==> src/cisa_pkg.sv <==
// shared constants, field layouts and types of the compact decoder
// assumes one core clock; all users write cisa_pkg::name
package cisa_pkg;
	localparam int HQ_DEPTH = 6;                // halfword queue slots
	localparam int ELEM_HW_NARROW = 2;          // halfwords in 32-bit element
	localparam int ELEM_HW_WIDE = 4;            // halfwords in 64-bit element
	localparam logic [2:0] ACCEPT_MAX_CNT = 3'h2; // room for a wide element
	localparam logic [31:0] HW_BYTES = 32'h2;   // bytes per halfword
	localparam int PC_HW_HI = 2;                // halfword index bits of pc
	localparam int PC_HW_LO = 1;
	// field positions inside the first halfword
	localparam int MAJ_HI = 15;
	localparam int MAJ_LO = 10;
	localparam int LEN_HI = 2;
	localparam int LEN_LO = 0;
	localparam logic [2:0] LEN16_MIN = 3'h1;   // low major bits for 16-bit
	localparam logic [2:0] LEN16_MAX = 3'h3;
	localparam int R5A_HI = 9;
	localparam int R5A_LO = 5;
	localparam int R5B_HI = 4;
	localparam int R5B_LO = 0;
	localparam int R3A_HI = 9;
	localparam int R3A_LO = 7;
	localparam int R3B_HI = 6;
	localparam int R3B_LO = 4;
	localparam int R3C_HI = 3;
	localparam int R3C_LO = 1;
	localparam int MINOR_BIT = 0;
	localparam int IMM4_HI = 4;
	localparam int IMM4_LO = 1;
	localparam int IMM9_HI = 9;
	localparam int IMM9_LO = 1;
	localparam int IMM3_HI = 3;
	localparam int IMM3_LO = 1;
	localparam int IMM6_HI = 6;
	localparam int IMM6_LO = 1;
	localparam int OFF10_HI = 9;
	localparam int OFF10_LO = 0;
	localparam int OFF5_HI = 4;
	localparam int OFF5_LO = 0;
	localparam int CMIN_HI = 5;
	localparam int CMIN_LO = 0;
	localparam int WORD_SHIFT = 2;              // stack offset scaling
	localparam int BRANCH_SHIFT = 1;            // branch offset scaling
	// major opcode values of the compact groups
	localparam logic [5:0] MAJ_POOL_A = 6'h01;
	localparam logic [5:0] MAJ_POOL_C = 6'h11;
	localparam logic [5:0] MAJ_POOL_D = 6'h13;
	localparam logic [5:0] MAJ_POOL_E = 6'h1b;
	localparam logic [5:0] MAJ_COPY = 6'h03;
	localparam logic [5:0] MAJ_LW_SP = 6'h12;
	localparam logic [5:0] MAJ_SW_SP = 6'h32;
	localparam logic [5:0] MAJ_BRANCH = 6'h33;
	localparam logic [5:0] CMIN_BREAK = 6'h28;
	localparam logic [5:0] CMIN_DBREAK = 6'h2c;
	localparam logic [4:0] REG_ZERO = 5'h00;
	localparam logic [4:0] REG_SP = 5'h1d;      // stack_pointer_reg
	// 3-bit specifier to general_register number
	localparam logic [4:0] REG3_MAP [8] = '{5'h00, 5'h11, 5'h02, 5'h03,
		5'h04, 5'h05, 5'h06, 5'h07};

	// decoded operation class
	typedef enum logic [3:0] {
		OP_OTHER16 = 4'b0000,
		OP_OTHER32 = 4'b0001,
		OP_ADDIU   = 4'b0010,
		OP_ADDU    = 4'b0011,
		OP_SUBU    = 4'b0100,
		OP_NEG     = 4'b0101,
		OP_COPY    = 4'b0110,
		OP_NOP     = 4'b0111,
		OP_LW      = 4'b1000,
		OP_SW      = 4'b1001,
		OP_BRANCH  = 4'b1010,
		OP_BREAK   = 4'b1011,
		OP_DBREAK  = 4'b1100
	} cisa_op_t;

	// one decoded instruction
	typedef struct packed {
		cisa_op_t    op;
		logic        is16;      // single-halfword instruction
		logic [4:0]  rd;        // destination
		logic [4:0]  rs;        // first source
		logic [4:0]  rt;        // second source
		logic [31:0] imm;       // scaled, extended immediate
		logic [31:0] target;    // branch target
	} cisa_dec_t;
endpackage

==> src/cisa_hw_order.sv <==
// puts the halfwords of a fetch element into instruction order
// assumes the element sits in the low 32 bits when it is narrow
`timescale 1ns/1ps
module cisa_hw_order (
	input  wire logic [63:0]      elem,
	input  wire logic             wide,
	input  wire logic             big_endian,
	output logic [3:0][15:0]      hw_seq
);
	// first unit from the upper half in big-endian, lower half otherwise
	always_comb begin
		if (big_endian && wide) begin
			hw_seq = {elem[15:0], elem[31:16], elem[47:32], elem[63:48]};
		end else if (big_endian) begin
			hw_seq = {16'h0000, 16'h0000, elem[15:0], elem[31:16]};
		end else if (wide) begin
			hw_seq = {elem[63:48], elem[47:32], elem[31:16], elem[15:0]};
		end else begin
			hw_seq = {16'h0000, 16'h0000, elem[31:16], elem[15:0]};
		end
	end
endmodule

==> src/cisa_decoder.sv <==
// halfword queue, instruction assembly and compact-form decode
// assumes fetch elements arrive in ascending address order
//
// Overview of operation
// - big-endian: first unit from upper half
// - little-endian: first unit from lower half
// - 32-bit halves ordered like 16-bit units
// - major-opcode halfword is first when assembling
// - 5-bit specifier is the plain register number
// - register copy has two full 5-bit fields
// - stack load/store offset shifted left two
// - branch offset shifted left one
// - no-op is copy r0 to r0
// - negate is subtract from register zero
// - same-register add: 5-bit reg, 4-bit imm
// - stack-pointer add: 9-bit imm, no reg
// - two-register add: 3-bit regs, 3-bit imm
// - add from stack pointer: 6-bit imm
// - breakpoints occupy one halfword only
// - length decided by major opcode alone
`timescale 1ns/1ps
module cisa_decoder (
	input  wire logic             clk,
	input  wire logic             rst,
	input  wire logic             big_endian,
	input  wire logic             redirect_valid,
	input  wire logic [31:0]      redirect_pc,
	input  wire logic             fetch_valid,
	input  wire logic             fetch_wide,
	input  wire logic [63:0]      fetch_word,
	output logic                  fetch_ready,
	input  wire logic             out_ready,
	output logic                  out_valid,
	output logic [31:0]           out_instr,
	output logic [31:0]           out_pc,
	output cisa_pkg::cisa_dec_t   out_dec
);
	logic [15:0]         hq_q [cisa_pkg::HQ_DEPTH];  // halfword queue
	logic [15:0]         hq_d [cisa_pkg::HQ_DEPTH];
	logic [2:0]          cnt_q;                      // queued halfwords
	logic [2:0]          cnt_d;
	logic [1:0]          skip_q;                     // units to drop
	logic [1:0]          skip_eff;                   // skip for this element
	logic [31:0]         head_pc_q;                  // pc of queue head
	logic                ready_q;                    // registered ready
	logic [3:0][15:0]    hw_seq;                     // ordered element
	logic                accept;                     // element taken
	logic                head16;                     // head is 16-bit
	logic [2:0]          take;                       // halfwords issued
	logic [2:0]          n_acc;                      // halfwords appended
	logic [15:0]         h;                          // head halfword
	logic [5:0]          maj;                        // major opcode
	logic [31:0]         asm_instr;                  // assembled word
	cisa_pkg::cisa_dec_t dec;                        // head decode
	logic                out_valid_q;
	logic [31:0]         out_instr_q;
	logic [31:0]         out_pc_q;
	cisa_pkg::cisa_dec_t out_dec_q;

	// element halfwords in instruction order
	cisa_hw_order u_order (
		.elem       (fetch_word),
		.wide       (fetch_wide),
		.big_endian (big_endian),
		.hw_seq     (hw_seq)
	);

	assign h = hq_q[0];
	assign maj = h[cisa_pkg::MAJ_HI:cisa_pkg::MAJ_LO];
	// size from the major opcode and nothing else
	assign head16 = (maj[cisa_pkg::LEN_HI:cisa_pkg::LEN_LO] >=
		cisa_pkg::LEN16_MIN) && (maj[cisa_pkg::LEN_HI:cisa_pkg::LEN_LO] <=
		cisa_pkg::LEN16_MAX);
	assign accept = fetch_valid && ready_q && !redirect_valid;

	// issue when the whole instruction is queued and the output is free
	assign take = (out_valid_q && !out_ready) ? 3'h0 :
		(head16 && cnt_q >= 3'h1) ? 3'h1 :
		(!head16 && cnt_q >= 3'h2) ? 3'h2 : 3'h0;
	// a narrow element has only pc[1] as its alignment skip
	assign skip_eff = fetch_wide ? skip_q : {1'h0, skip_q[0]};
	assign n_acc = !accept ? 3'h0 : fetch_wide ?
		3'(cisa_pkg::ELEM_HW_WIDE) - 3'(skip_eff) :
		3'(cisa_pkg::ELEM_HW_NARROW) - 3'(skip_eff);

	// shift out issued units, append new ones behind the rest
	always_comb begin
		int k;
		int rest;
		k = 0;
		rest = int'(cnt_q) - int'(take);
		for (int i = 0; i < cisa_pkg::HQ_DEPTH; i++) begin
			hq_d[i] = 16'h0000;
			if (i < rest) begin
				hq_d[i] = hq_q[i + int'(take)];
			end else begin
				k = i - rest;
				if (k < int'(n_acc)) begin
					hq_d[i] = hw_seq[k + int'(skip_eff)];
				end
			end
		end
		cnt_d = 3'(rest) + n_acc;
	end

	// assemble: major-opcode halfword goes to the upper half of a 32-bit word, the lower half of a 16-bit one
	assign asm_instr = head16 ? {16'h0000, h} : {h, hq_q[1]};

	// decode of the frequent compact forms
	always_comb begin
		dec = '0;
		dec.is16 = head16;
		dec.op = head16 ? cisa_pkg::OP_OTHER16 : cisa_pkg::OP_OTHER32;
		case (maj)
			cisa_pkg::MAJ_POOL_D: begin
				dec.op = cisa_pkg::OP_ADDIU;
				if (!h[cisa_pkg::MINOR_BIT]) begin
					// same register as source and destination
					dec.rd = h[cisa_pkg::R5A_HI:cisa_pkg::R5A_LO];
					dec.rs = dec.rd;
					dec.imm = 32'($signed(
						h[cisa_pkg::IMM4_HI:cisa_pkg::IMM4_LO]));
				end else begin
					// implicit stack pointer both ways
					dec.rd = cisa_pkg::REG_SP;
					dec.rs = cisa_pkg::REG_SP;
					dec.imm = 32'($signed(
						h[cisa_pkg::IMM9_HI:cisa_pkg::IMM9_LO]));
				end
			end
			cisa_pkg::MAJ_POOL_E: begin
				dec.op = cisa_pkg::OP_ADDIU;
				dec.rd = cisa_pkg::REG3_MAP[h[cisa_pkg::R3A_HI:cisa_pkg::R3A_LO]];
				if (!h[cisa_pkg::MINOR_BIT]) begin
					// separate 3-bit source
					dec.rs = cisa_pkg::REG3_MAP[
						h[cisa_pkg::R3B_HI:cisa_pkg::R3B_LO]];
					dec.imm = 32'(h[cisa_pkg::IMM3_HI:cisa_pkg::IMM3_LO]);
				end else begin
					// stack pointer as implicit source
					dec.rs = cisa_pkg::REG_SP;
					dec.imm = 32'(h[cisa_pkg::IMM6_HI:cisa_pkg::IMM6_LO]);
				end
			end
			cisa_pkg::MAJ_POOL_A: begin
				dec.rd = cisa_pkg::REG3_MAP[h[cisa_pkg::R3C_HI:cisa_pkg::R3C_LO]];
				dec.rs = cisa_pkg::REG3_MAP[h[cisa_pkg::R3B_HI:cisa_pkg::R3B_LO]];
				dec.rt = cisa_pkg::REG3_MAP[h[cisa_pkg::R3A_HI:cisa_pkg::R3A_LO]];
				if (!h[cisa_pkg::MINOR_BIT]) begin
					dec.op = cisa_pkg::OP_ADDU;
				end else if (dec.rs == cisa_pkg::REG_ZERO) begin
					dec.op = cisa_pkg::OP_NEG;
				end else begin
					dec.op = cisa_pkg::OP_SUBU;
				end
			end
			cisa_pkg::MAJ_COPY: begin
				// both fields full width, taken as plain numbers
				dec.rd = h[cisa_pkg::R5A_HI:cisa_pkg::R5A_LO];
				dec.rs = h[cisa_pkg::R5B_HI:cisa_pkg::R5B_LO];
				if (dec.rd == cisa_pkg::REG_ZERO &&
					dec.rs == cisa_pkg::REG_ZERO) begin
					dec.op = cisa_pkg::OP_NOP;
				end else begin
					dec.op = cisa_pkg::OP_COPY;
				end
			end
			cisa_pkg::MAJ_LW_SP, cisa_pkg::MAJ_SW_SP: begin
				dec.op = (maj == cisa_pkg::MAJ_LW_SP) ? cisa_pkg::OP_LW :
					cisa_pkg::OP_SW;
				dec.rd = h[cisa_pkg::R5A_HI:cisa_pkg::R5A_LO];
				dec.rs = cisa_pkg::REG_SP;
				dec.imm = 32'(h[cisa_pkg::OFF5_HI:cisa_pkg::OFF5_LO])
					<< cisa_pkg::WORD_SHIFT;
			end
			cisa_pkg::MAJ_BRANCH: begin
				dec.op = cisa_pkg::OP_BRANCH;
				dec.imm = 32'($signed(h[cisa_pkg::OFF10_HI:cisa_pkg::OFF10_LO]))
					<<< cisa_pkg::BRANCH_SHIFT;
				dec.target = head_pc_q + dec.imm;
			end
			cisa_pkg::MAJ_POOL_C: begin
				if (h[cisa_pkg::CMIN_HI:cisa_pkg::CMIN_LO] ==
					cisa_pkg::CMIN_BREAK) begin
					dec.op = cisa_pkg::OP_BREAK;
				end else if (h[cisa_pkg::CMIN_HI:cisa_pkg::CMIN_LO] ==
					cisa_pkg::CMIN_DBREAK) begin
					dec.op = cisa_pkg::OP_DBREAK;
				end
			end
			default: begin
				dec.rd = cisa_pkg::REG_ZERO;
			end
		endcase
	end

	// queue storage and fill level
	always_ff @(posedge clk or posedge rst) begin
		if (rst) begin
			cnt_q <= 3'h0;
			for (int i = 0; i < cisa_pkg::HQ_DEPTH; i++) begin
				hq_q[i] <= 16'h0000;
			end
		end else if (redirect_valid) begin
			cnt_q <= 3'h0;
		end else begin
			cnt_q <= cnt_d;
			hq_q <= hq_d;
		end
	end

	// ready only while a wide element still fits
	always_ff @(posedge clk or posedge rst) begin
		if (rst) begin
			ready_q <= 1'b1;
		end else if (redirect_valid) begin
			ready_q <= 1'b1;
		end else begin
			ready_q <= (cnt_d <= cisa_pkg::ACCEPT_MAX_CNT);
		end
	end

	// head pc and units to drop from the first element after redirect
	always_ff @(posedge clk or posedge rst) begin
		if (rst) begin
			head_pc_q <= 32'h0000_0000;
			skip_q <= 2'h0;
		end else if (redirect_valid) begin
			head_pc_q <= redirect_pc;
			skip_q <= redirect_pc[cisa_pkg::PC_HW_HI:cisa_pkg::PC_HW_LO];
		end else begin
			head_pc_q <= head_pc_q + 32'(take) * cisa_pkg::HW_BYTES;
			if (accept) begin
				skip_q <= 2'h0;
			end
		end
	end

	// output stage, held while downstream stalls
	always_ff @(posedge clk or posedge rst) begin
		if (rst) begin
			out_valid_q <= 1'b0;
			out_instr_q <= 32'h0000_0000;
			out_pc_q <= 32'h0000_0000;
			out_dec_q <= '0;
		end else if (redirect_valid) begin
			out_valid_q <= 1'b0;
		end else if (take != 3'h0) begin
			out_valid_q <= 1'b1;
			out_instr_q <= asm_instr;
			out_pc_q <= head_pc_q;
			out_dec_q <= dec;
		end else if (out_ready) begin
			out_valid_q <= 1'b0;
		end
	end

	assign fetch_ready = ready_q;
	assign out_valid = out_valid_q;
	assign out_instr = out_instr_q;
	assign out_pc = out_pc_q;
	assign out_dec = out_dec_q;
endmodule

==> config.mk <==
export PLATFORM = sky130hd
export DESIGN_NAME = cisa_decoder
export DESIGN_NICKNAME = d
export VERILOG_FILES = /design/src/cisa_pkg.sv /design/src/cisa_hw_order.sv /design/src/cisa_decoder.sv
export SDC_FILE = /design/constraint.sdc
export NUM_CORES = 1
export LEC_CHECK = 0
export BUFFER_PORTS_ARGS = -buffer_cell sky130_fd_sc_hd__buf_2
export CELL_PAD_IN_SITES_DETAIL_PLACEMENT = 1
export CELL_PAD_IN_SITES_GLOBAL_PLACEMENT = 1
export CORE_UTILIZATION = 35
export CTS_CLUSTER_SIZE = 40
export DETAILED_ROUTE_END_ITERATION = 10
export PLACE_DENSITY = 0.73
export SLEW_MARGIN = 30
export SYNTH_ARGS = -nofsm -noshare
export SYNTH_HDL_FRONTEND = slang
export SYNTH_SLANG_ARGS = --single-unit
==> constraint.sdc <==
create_clock -name clk -period 11.3 [get_ports clk]
set_input_delay 3.39 -clock clk [delete_from_list [all_inputs] [get_ports clk]]
set_output_delay 3.39 -clock clk [all_outputs]
set_load 0.02 [all_outputs]
# [After elaboration in Yosys (flattened, before gate mapping)]
# Memory sizes are Yosys's and may differ from the RTL's.
# Cells that the tools add are included.
[totals] reg_bits=283 rom_bits=120 inputBits=103 output_inout_bits=150 word_cells=208 n_memories=3
[memory_table] memory="(no name shown)" depth=8 width=5 rd=1 rd_clocked_by_memory_dff=0 write_ports=0 line="cisa_decoder.sv:148" text="dec.rt = cisa_pkg::REG3_MAP[h[cisa_pkg::R3A_HI:cisa_pkg::R3A_LO]];"
[memory_table] memory="(no name shown)" depth=8 width=5 rd=1 rd_clocked_by_memory_dff=0 write_ports=0 line="cisa_decoder.sv:147" text="dec.rs = cisa_pkg::REG3_MAP[h[cisa_pkg::R3B_HI:cisa_pkg::R3B_LO]];"
[memory_table] memory="(no name shown)" depth=8 width=5 rd=1 rd_clocked_by_memory_dff=0 write_ports=0 line="cisa_decoder.sv:146" text="dec.rd = cisa_pkg::REG3_MAP[h[cisa_pkg::R3C_HI:cisa_pkg::R3C_LO]];"
[classes] n_addsub=23 n_lt_le_gt_ge=32 eq_ne=10 n_mux=89 n_bitwise=10 n_reduce_logical=21
[op_table] op="2-to-1 mux 16 bit" count=36
[op_table] op="binary-select mux 16 bit (select 3 bit)" count=6
[op_table] op="binary-select mux 16 bit (select 2 bit)" count=6
[op_table] op="greater-or-equal comparator 32 x 4 -> 1 bit (second input constant)" count=6
[op_table] op="2-to-1 mux 64 bit" count=3
[op_table] op="2-to-1 mux 32 bit" count=4
[op_table] op="one-hot mux 32 bit (4 select lines)" count=1
[op_table] op="NOT 3 -> 32 bit" count=3
[op_table] op="NOT 4 -> 32 bit" count=2
[op_table] op="2-to-1 mux 5 bit" count=8
[op_table] op="adder 5 x 3 -> 6 bit" count=6
[op_table] op="< comparator 6 x 4 -> 1 bit (second input constant)" count=6
[op_table] op="adder 32 x 3 -> 32 bit" count=1
[op_table] op="adder 32 bit" count=1
[op_table] op="NOT 2 -> 32 bit" count=1
[op_table] op="< comparator 5 x 4 -> 1 bit" count=6
[op_table] op="one-hot mux 5 bit (5 select lines)" count=1
[op_table] op="== test 6 x 5 -> 1 bit (second input constant)" count=4
[op_table] op="== test 6 bit (second input constant)" count=4
[op_table] op="one-hot mux 4 bit (6 select lines)" count=1
[op_table] op="one-hot mux 5 bit (4 select lines)" count=1
[op_table] op="logical NOT 5 bit" count=3
[op_table] op="greater-or-equal comparator 4 bit (second input constant)" count=3
[op_table] op="2-to-1 mux 2 bit" count=6
[op_table] op="other kinds (34)" count=66

# [Longest topological paths before layout]
# Gate-level depths: netlist of run 1.
[depth] word_depth=15 depth_mapped=22 mapped_depth_nobuf=16

# [Modules after synthesis]
# A second synthesis of run 1 with hierarchy kept.
[hier_totals] hier_cells=2095 area_unflattened_um2=19301.0
[modules_own_cells] module="cisa_decoder" instances=1 cells_each=1917 area_per_inst_um2=17887.2 seq_area_each_um2=6532.5
[modules_own_cells] module="cisa_hw_order" instances=1 cells_each=178 area_per_inst_um2=1413.9 seq_area_each_um2=0.0

# [Least setup slack after synthesis of run 1]
# No wires, ideal clock.
[synth_timing] path_type="input to register" from="input port out_ready" to="register hq_q[17] (netlist bit)" setup_ns=0.077 arrival_time_ns=7.381 required_ns=11.223 slack_ns=3.843 stages=20 n_path_buf=5 path_cell_list="nand2b_1 > o311a_2 > buf_6 > buf_6 > buf_2 > buf_2 > ha_1 > inv_2 > fa_1 > inv_1 > ha_1 > ha_1 > a21o_1 > a21oi_1 > a32oi_1 > o22ai_1 > a31oi_4 > buf_4 > a2bb2oi_1 > o21ai_1"
[synth_between] elab_chain_cells=11 word_cells_on_any_way=18 classes_between="4 x add/sub; 2 x order compare; 9 x mux; 1 x bitwise; 2 x reduce/logical"
[synth_rtl] element="start, declared" line="cisa_decoder.sv:32" text="input wire logic out_ready,"
[synth_rtl] element="logical NOT 1 bit *" line="cisa_decoder.sv:77" text="assign take = (out_valid_q && !out_ready) ? 3'h0 :"
[synth_rtl] element="logical AND 1 bit *" line="cisa_decoder.sv:77"
[synth_rtl] element="2-to-1 mux 2 bit *" line="cisa_decoder.sv:77"
[synth_rtl] element="subtractor 3 x 2 -> 4 bit" line="cisa_decoder.sv:91" text="rest = int'(cnt_q) - int'(take);"
[synth_rtl] element="subtractor 4 x 4 -> 5 bit" line="cisa_decoder.sv:97" text="k = i - rest;"
[synth_rtl] element="adder 5 x 3 -> 6 bit" line="cisa_decoder.sv:99" text="hq_d[i] = hw_seq[k + int'(skip_eff)];"
[synth_rtl] element="binary-select mux 16 bit (select 2 bit)" line="cisa_decoder.sv:99"
[synth_rtl] element="2-to-1 mux 16 bit (not written as such) (2 in series)" line="cisa_decoder.sv:99"
[synth_rtl] element="2-to-1 mux 16 bit" line="cisa_decoder.sv:98" text="if (k < int'(n_acc)) begin"
[synth_rtl] element="2-to-1 mux 16 bit *" line="cisa_decoder.sv:94" text="if (i < rest) begin"
[synth_rtl] element="end signal, assigned" line="cisa_decoder.sv:208" text="hq_q <= hq_d;"
[synth_rtl] element="end, declared" line="cisa_decoder.sv:38" text="logic [15:0] hq_q [cisa_pkg::HQ_DEPTH];"
# Mark *: on every way between the ends. The rest lies on a longest branch, timed or not. The select of a mux whose other input is x is not followed.
# A chain may end at the register's enable or synchronous reset.

==> metrics, run 1 <==
core area=53080 sq um; Worst Path Arrival=8.09 ns; Startpoint Class=primary input; grt ovf=0; initial core utilization=0.3571; CTS Root Cell=clkbuf_16; critical-path maximum fanout=75; Final Hold Fails=0; max cap viols=0; WL final=69.06 mm; slowest CP cell=fa_1; global-route wire length before repair=107.7 mm; Crit. End Element=register; H-tree depth reported by CTS=1; simple-gate area share of the yosys netlist=0.1772; fmax=132.3 MHz; layout cells sized above 1=0.1857; I/O Buffers=251; min-delay worst type=reg2reg; global router's overall resource usage=0.2443; drt drc=0; status=completed; Hold WS=0.4654 ns; # IOs=253; Fin Clk Skew=0.01687 ns; post_cts resized=0; CTS tree=done; final period utilization=0.6691; Crit path max-delay family=adder cells; Cell Chain, Critical Path=buf_2 -> nand2b_1 -> o311a_4 -> ha_1 -> inv_2 -> fa_1 -> inv_1 -> ha_1 -> xnor2_1 -> xnor2_4 -> buf_4 -> mux4_2 -> o221ai_1 -> o21a_1; sequential cell area fraction in the yosys report=0.3446; Final setup viols=0; Critical Path RT=11.83 ns; synthesized flop and latch total=261; cts hold-fix bufs=0; post-synth top area share=0.3432; commonest non-fill, non-tap cells in the layout=471 x nand2_1, 260 x dfrtp_1, 249 x buf_2; Synth Cell Area=18960 sq um; Die ar.=55090 sq um; post-synthesis cell count=approximately 2.2k; Post-CTS Setup Inserts=0; Post-Synth XOR/XNOR Area=0.03228; placed wire-length estimate=approximately 50 mm; Buf+Inv Stages, Crit Path=4; first-pass detailed-route iteration total=6; Post-synth ARST share=1.000; top_reg_cell synth=dfrtp_1; drt wl/cell=22.46 microns; final slew viol count=0; Compound-Gate Fraction of Synth Area=0.2298; CTS Buf Count=30; adder-cell share of the synthesized area=0.04317; initial antenna violation count=1; Slew @ Worst Pin=slightly below 1 ns; chip width=234.7 microns; post-synthesis mux area share=0.1144; row cnt=84; Clk Latency, worst-skew pair=0.59 ns; 1st-iter DRT viols=between 1.5k and 2k; largest net degree at the start of global routing=130; Reg clk slew, reported paths=0.06 ns; RePlAce Congestion=0.8834; CP dominant cell by count=ha_1; Area growth, synth to finish=13.03%; vias in the first global route=17.73k; # clock sinks=261; top cells by area, synth=dfrtp_1 34%, nand2_1 9.3%, mux2i_1 4.5%; Die Y-Extent=234.7 microns; mean area per synthesized cell=8.428 sq um; clk buf depth=3; Worst slew margin=0.3497; via/cell ratio=around 6; Synth Warn #=0; Final TNS setup=0 ns; leading area contributor after synthesis=dfrtp_1; Mapped Nets=2415; Tmin final=7.561 ns; most common cell after layout, fill and taps aside=nand2_1; Layout Nets=approximately 2.5k; unrepaired setup endpoints after global routing=false; Detail Route Antenna Nets=0; largest family of logic cells by synthesized area=compound AO/OA/AOI/OAI gates; critical path class=in2reg; Vias=18.02k; Post-synth EDFFs=0; slowest stage delay, CP=0.73 ns; Distinct cells, synth=85
-- cell families (layout without fill, tap and decap cells) --
logic type      after synthesis  in the layout
buf+inv                     239            376
simple gates                780            780
fa+ha+maj                    63             63
mux                         168            168
xor+xnor                     66             66
flops                       261            261
other cells                   1              2
compound gates              671            671
-- state kept, by name, indices dropped and copies added, names as in the netlist, named ones only --
signal	count
out_valid	1
out_pc	32
head_pc_q	32
cnt_q	3
skip_q	2
hq_q	80
fetch_ready	1
out_instr	32
out_dec	62
-- synthesized netlist by cell type, drive strengths merged, types with 31 or more instances --
library cell and number:
a211oi 64, o221ai 34, mux2 49, nor2 120, a211o 31, mux4 34, mux2i 85, xor2 36
clkbuf 115, nand2 473, ha 59, nor2b 35, o21ai 219, dfrtp 260, inv 42, and2 34
a22oi 37, a21oi 149, buf 81, nand3 40
-- metrics by stage --
stage / setup slack (ns) / utilization / area [sq um] / instances
finish: 3.739 / 0.4037 / 21430 / 3075
global route: 3.474 / 0.4037 / 21430 / 3075
CTS: 3.753 / 0.4032 / 21400 / 3074
detailed placement: 3.187 / 0.3847 / 20420 / 3020
global placement: 3.362 / 0.3846 / 20410 / 3020
floorplan: 0.7282 / - / 18960 / 2249
-- metal layers --
metal  global-route usage  part of all wire  vias to the layer above
met5                    0                 0                        -
met4              0.05781             0.018                        0
met3              0.02655             0.066                       66
met2               0.3672              0.44                      661
met1               0.3718              0.48                     9029
li1                     -                 -                     8262
-- final timing paths --
check	from	end	depth (start not counted)	slack, ns
min in group asynchronous	rst	out_pc[13]	2	2.86
min	out_instr[16]	out_instr[16]	2	0.47
min reg2reg	out_instr[16]	out_instr[16]	2	0.47
max in group asynchronous	rst	out_pc[29]	3	7.05
max	out_ready	register	14	3.74
max reg2reg	register	register	13	5.15
-- worst register-to-register path, stage by stage, from the launching register on --
cell	delay [ns]
dfrtp_1	0.65
o21ba_1	0.84
o311a_4	0.61
ha_1	0.24
inv_2	0.05
fa_1	0.73
inv_1	0.23
ha_1	0.38
xnor2_1	0.39
xnor2_4	0.18
buf_4	0.70
mux4_2	0.70
o221ai_1	0.23
o21a_1	0.16
-- final cells by class --
cell class / count / area [sq um]
clock inverter: 8 / 81.33
sequential: 261 / 6533
fill: 6319 / 31650
antenna: 1 / 2.502
tap: 688 / 860.8
timing repair buffer: 279 / 1483
clock buffer: 46 / 900.9
multi-input combinational: 1749 / 11390
inverter: 43 / 176.4
Power of run 1 is not shown: default switching activity piles up to over one toggle a cycle in this logic, so the estimate is an artifact.
==> run 2, diff against run 1 <==
==> constraint.sdc (replaced) <==
create_clock -name clk -period 7.2 [get_ports clk]
set_input_delay 2.16 -clock clk [delete_from_list [all_inputs] [get_ports clk]]
set_output_delay 2.16 -clock clk [all_outputs]
set_load 0.02 [all_outputs]
==> metrics, run 2 (same netlist as run 1, synthesis figures left out) <==
Fin Clk Skew=0.02380 ns (+0.006925 ns); row cnt=84 (unchanged); max FFs per register=80 (unchanged); initial core utilization=0.3571 (unchanged); global router's overall resource usage=0.2462 (+0.001917); Die Y-Extent=234.7 microns (unchanged); Slew @ Worst Pin=0.9071 ns (-0.06833 ns); post_cts resized=0 (unchanged); Crit. End Element=register; layout cells sized above 1=0.1913 (+0.005663); RePlAce Congestion=0.8646 (-2.1%); WL final=69.09 mm (about the same); Reg clk slew, reported paths=0.06 ns (about the same); Final setup viols=0 (unchanged); grt ovf=0 (unchanged); largest net degree at the start of global routing=156 (+20%); final period utilization=0.7744; initial antenna violation count=1 (unchanged); H-tree depth reported by CTS=1 (unchanged); via/cell ratio=5.832 (-0.48%); design area=21670 sq um (+1.2%); drt wl/cell=22.37 microns (-0.38%); cts hold-fix bufs=0 (unchanged); commonest non-fill, non-tap cells in the layout=472 x nand2_1, 260 x dfrtp_1, 249 x buf_2; most common cell after layout, fill and taps aside=nand2_1; final slew viol count=0 (unchanged); Final TNS setup=0 ns (unchanged); 1st-iter DRT viols=1289 (-17%); setup ws final=1.624 ns (-2.115 ns); Worst Path Arrival=6.01 ns (-2.08 ns); # clock sinks=261 (unchanged); largest register by flop count=hq_q; fillers=6308 (-0.17%); Placed Instance Area=20530 sq um (+0.53%); met3 usage=0.03125 (+0.004699); leakage power=9.671 nW; Critical Path RT=7.63 ns (-4.20 ns); vias in the first global route=18.22k (+2.8%); min-delay worst type=reg2reg; met2 usage=0.3839 (+0.01677); Worst slew margin=0.3952 (+0.04555); VDD IR max=0.4932 mV; chip width=234.7 microns (unchanged); Total Power=approximately 0.013 W; CTS Buf Count=30 (unchanged); Layout Nets=2543 (+0.51%); status=completed; Clk Latency, worst-skew pair=0.58 ns (about the same); unrepaired setup endpoints after global routing=false; Startpoint Class=primary input; Area growth, synth to finish=14.33%; CTS Root Cell=clkbuf_16; first-pass detailed-route iteration total=6 (unchanged); I/O Buffers=251 (unchanged); Tmin final=5.576 ns; core area=53080 sq um (unchanged); max cap viols=0 (unchanged); drt drc=0 (unchanged); global-route wire length before repair=109.2 mm (+1.4%); pwr dens=612.1 nW/um^2; placed wire-length estimate=51.25 mm (+2.2%); met1 Resource Use GR=0.3621 (-0.009724); Final Hold Fails=0 (unchanged); fmax=179.4 MHz; gr busiest metal=met2; Post-CTS Setup Inserts=0 (unchanged); clk buf depth=3 (unchanged); critical path class=in2reg; critical-path maximum fanout=16 (-79%); Place WS=0.8271 ns (-2.360 ns); Die ar.=55090 sq um (unchanged); Vias=18.01k (-0.056%); Detail Route Antenna Nets=0 (unchanged); # IOs=253 (unchanged); CTS tree=done
[run 2: cell count changes in the layout (fill, tap and decap cells not counted), sizes merged]
cell | before | now
buf | 279 | 292
clkinvlp | 2 | 4
bufinv | 1 | 4
clkbuf | 46 | 42
clkinv | 7 | 6
[run 2: stage by stage]
step / cells / hold slack, ns / util
2_1_floorplan: 2249 / 0.4480 / -
3_3_place_gp: 3029 / 0.4475 / 0.3866
3_5_place_dp: 3029 / 0.4537 / 0.3868
4_1_cts: 3083 / 0.4678 / 0.4065
5_1_grt: 3088 / 0.4932 / 0.4083
6_report: 3088 / 0.4606 / 0.4083
[run 2: worst paths after layout]
check | from | to | slack [ns] | depth (start not counted)
max | out_ready | hq_q[31] | 1.62 | 17
max reg2reg | register | hq_q[31] | 2.06 | 16
max in group asynchronous | rst | out_dec[62] | 4.43 | 3
min reg2reg | out_instr[16] | out_instr[16] | 0.46 | 2
min | out_instr[16] | out_instr[16] | 0.46 | 2
min in group asynchronous | rst | head_pc_q[9] | 1.60 | 2
[run 2: layout make-up]
| cell class | instances | area [sq um] | area share |
|---|---|---|---|
| diodes | 1 | 2.502 | 0.0001155 |
| flip-flops and latches | 261 | 6533 | 0.3014 |
| well taps | 688 | 860.8 | 0.03972 |
| repair buffers | 292 | 1687 | 0.07782 |
| clock inverters | 12 | 167.7 | 0.007736 |
| multi-input cells | 1749 | 11380 | 0.5250 |
| clock buffers | 42 | 877.1 | 0.04047 |
| inverters | 43 | 167.7 | 0.007736 |
[run 2: where the power goes]
| group | switching, W | internal (W) | total, W |
|---|---|---|---|
| Sequential | 0.000446 | 0.00190 | 0.00235 |
| Clock | 0.000657 | 0.000986 | 0.00164 |
| Combinational | 0.00577 | 0.00350 | 0.00927 |
| Total | 0.00688 | 0.00639 | 0.0133 |
[run 2: layer usage]
layer | vias up | wire length, microns
met1 | 9076 | 33070
met2 | 562 | 30830
met5 | - | 0
met4 | 0 | 1178
met3 | 76 | 4011
li1 | 8294 | -
[run 2: critical path, cell delays in order]
cell and delay (ns):
buf_2 0.07, nand2b_1 0.18, o311a_4 0.22, ha_1 0.15
inv_2 0.05, fa_1 0.73, inv_1 0.23, ha_1 0.30
xnor2_1 0.23, inv_1 0.07, ha_1 0.27, a21oi_1 0.13
a32oi_1 0.25, o22ai_1 0.13, a31oi_4 0.48, a2bb2oi_1 0.26
o21ai_1 0.08
No activity file was read; power rests on OpenSTA's default activity.
==> run 3, diff against run 2 <==
--- a/config.mk
+++ b/config.mk
@@ -11,7 +11,7 @@
 export CORE_UTILIZATION = 35
 export CTS_CLUSTER_SIZE = 40
 export DETAILED_ROUTE_END_ITERATION = 10
-export PLACE_DENSITY = 0.73
+export PLACE_DENSITY = 0.75
 export SLEW_MARGIN = 30
 export SYNTH_ARGS = -nofsm -noshare
 export SYNTH_HDL_FRONTEND = slang
==> constraint.sdc (replaced) <==
create_clock -name clk -period 4.9 [get_ports clk]
set_input_delay 1.47 -clock clk [delete_from_list [all_inputs] [get_ports clk]]
set_output_delay 1.47 -clock clk [all_outputs]
set_load 0.02 [all_outputs]
==> metrics, run 3 (same netlist as run 1, synthesis figures left out) <==
status=completed; H-tree depth reported by CTS=1 (unchanged); vias in the first global route=18.51k (+1.6%); final slew viol count=0 (unchanged); largest net degree at the start of global routing=193 (+24%); final period utilization=0.8874; Met2 Wirelength=31.19 mm (+1.2%); top routing layer in use=met5; most common cell after layout, fill and taps aside=nand2_1; DRT met1 WL=32.89 mm (-0.55%); drt wl/cell=22.23 microns (-0.64%); # IOs=253 (unchanged); critical-path maximum fanout=16 (unchanged); cts hold-fix bufs=0 (unchanged); initial core utilization=0.3571 (unchanged); initial antenna violation count=1 (unchanged); WL final=69.11 mm (about the same); clk buf depth=3 (unchanged); Cell Chain, Critical Path=buf_2 -> nand2b_4 -> o311a_4 -> ha_4 -> inv_2 -> fa_2 -> inv_4 -> ha_4 -> ha_1 -> a21o_1 -> a21oi_2 -> a32oi_1 -> o22ai_1 -> a31oi_4 -> buf_4 -> a2bb2oi_1 -> o21ai_1; unrepaired setup endpoints after global routing=false; antenna cells=0 (-1); row cnt=84 (unchanged); core area=53080 sq um (unchanged); first-pass detailed-route iteration total=5 (-1); Post-CTS Setup Inserts=0 (unchanged); CP dominant cell by count=ha_4; Area growth, synth to finish=15.80%; CTS Root Cell=clkbuf_16; CTS tree=done; met3 routed WL=3.369 mm (-16%); Slew @ Worst Pin=0.9937 ns (+0.08660 ns); max FFs per register=80 (unchanged); post_cts resized=0 (unchanged); Layout Nets=2564 (+0.83%); critical path class=in2reg; Clk Latency, worst-skew pair=0.58 ns (about the same); Final Hold Fails=0 (unchanged); Vias=18.03k (+0.13%); RePlAce Congestion=0.8855 (+2.4%); commonest non-fill, non-tap cells in the layout=472 x nand2_1, 260 x dfrtp_1, 249 x buf_2; Crit. End Element=register; 1st-iter DRT viols=1279 (-0.78%); global-route wire length before repair=109.3 mm (about the same); fillers=6309 (+0.016%); # clock sinks=261 (unchanged); min-delay worst type=reg2reg; Die ar.=55090 sq um (unchanged); Tmin final=4.348 ns; Worst slew margin=0.3324 (-0.06283); Startpoint Class=primary input; Worst Path Arrival=4.83 ns (-1.18 ns); grt ovf=0 (unchanged); slowest CP cell=fa_2; Detail Route Antenna Nets=0 (unchanged); largest register by flop count=hq_q; drt drc=0 (unchanged); via/cell ratio=5.800 (-0.54%); slowest stage delay, CP=0.68 ns (-0.05 ns); Final TNS setup=0 ns (unchanged); Fin Clk Skew=0.01646 ns (-0.007341 ns); max cap viols=0 (unchanged); Critical Path RT=5.39 ns (-2.24 ns); placed wire-length estimate=51.49 mm (+0.48%); CTS Buf Count=30 (unchanged); Die Y-Extent=234.7 microns (unchanged); fmax=230.0 MHz; Final setup viols=0 (unchanged); layout cells sized above 1=0.2069 (+0.01561); I/O Buffers=251 (unchanged); chip width=234.7 microns (unchanged); Reg clk slew, reported paths=0.06 ns (about the same); global router's overall resource usage=0.2458 (-0.0004248)
==> run 3: metal layers <==
metal,GRT usage,up-vias
li1,-,8346
met1,0.3552,9069
met3,0.03090,92
met5,0,-
met2,0.3870,523
met4,0.06300,2
==> run 3: cell type report <==
type / instances / area [sq um] / share of cell area
multi-input combinational: 1749 / 11500 / 0.5237
tap: 688 / 860.8 / 0.03922
sequential: 261 / 6533 / 0.2976
clock buffer: 37 / 818.3 / 0.03728
inverter: 43 / 172.7 / 0.007866
clock inverter: 18 / 240.2 / 0.01094
timing repair buffer: 313 / 1831 / 0.08339
==> run 3: path summary, 6_finish.rpt <==
path                                 end  depth (start not counted)           from  slack, ns
max in group asynchronous    out_dec[19]                          3            rst       3.09
setup reg to reg                hq_q[24]                         16       register       0.82
setup / recovery                hq_q[24]                         17      out_ready       0.55
hold reg to reg            out_instr[21]                          2  out_instr[21]       0.46
min in group asynchronous      out_pc[8]                          3            rst       1.15
hold / removal             out_instr[21]                          2  out_instr[21]       0.46
==> run 3: metrics by stage <==
stage / util / area [sq um] / worst slack (ns) / hold WS, ns / std cells
floorplan: - / 19150 / -0.1789 / 0.4480 / 2249
global placement: 0.3935 / 20890 / 0.1056 / 0.4453 / 3054
detailed placement: 0.3936 / 20890 / -0.01351 / 0.4546 / 3054
CTS: 0.4136 / 21950 / 0.5740 / 0.4692 / 3109
global route: 0.4136 / 21950 / 0.3998 / 0.4836 / 3109
finish: 0.4136 / 21950 / 0.5515 / 0.4635 / 3109
==> run 3: critical path: cells and delay by family <==
kind                     cells  cell delay (ns)
buffers and inverters        4             0.42
AND/OR/NAND/NOR              1             0.13
adder cells (fa/ha/maj)      4             1.36
AO/OA/AOI/OAI                8             1.44
Power of run 3 is left out for the same reason.
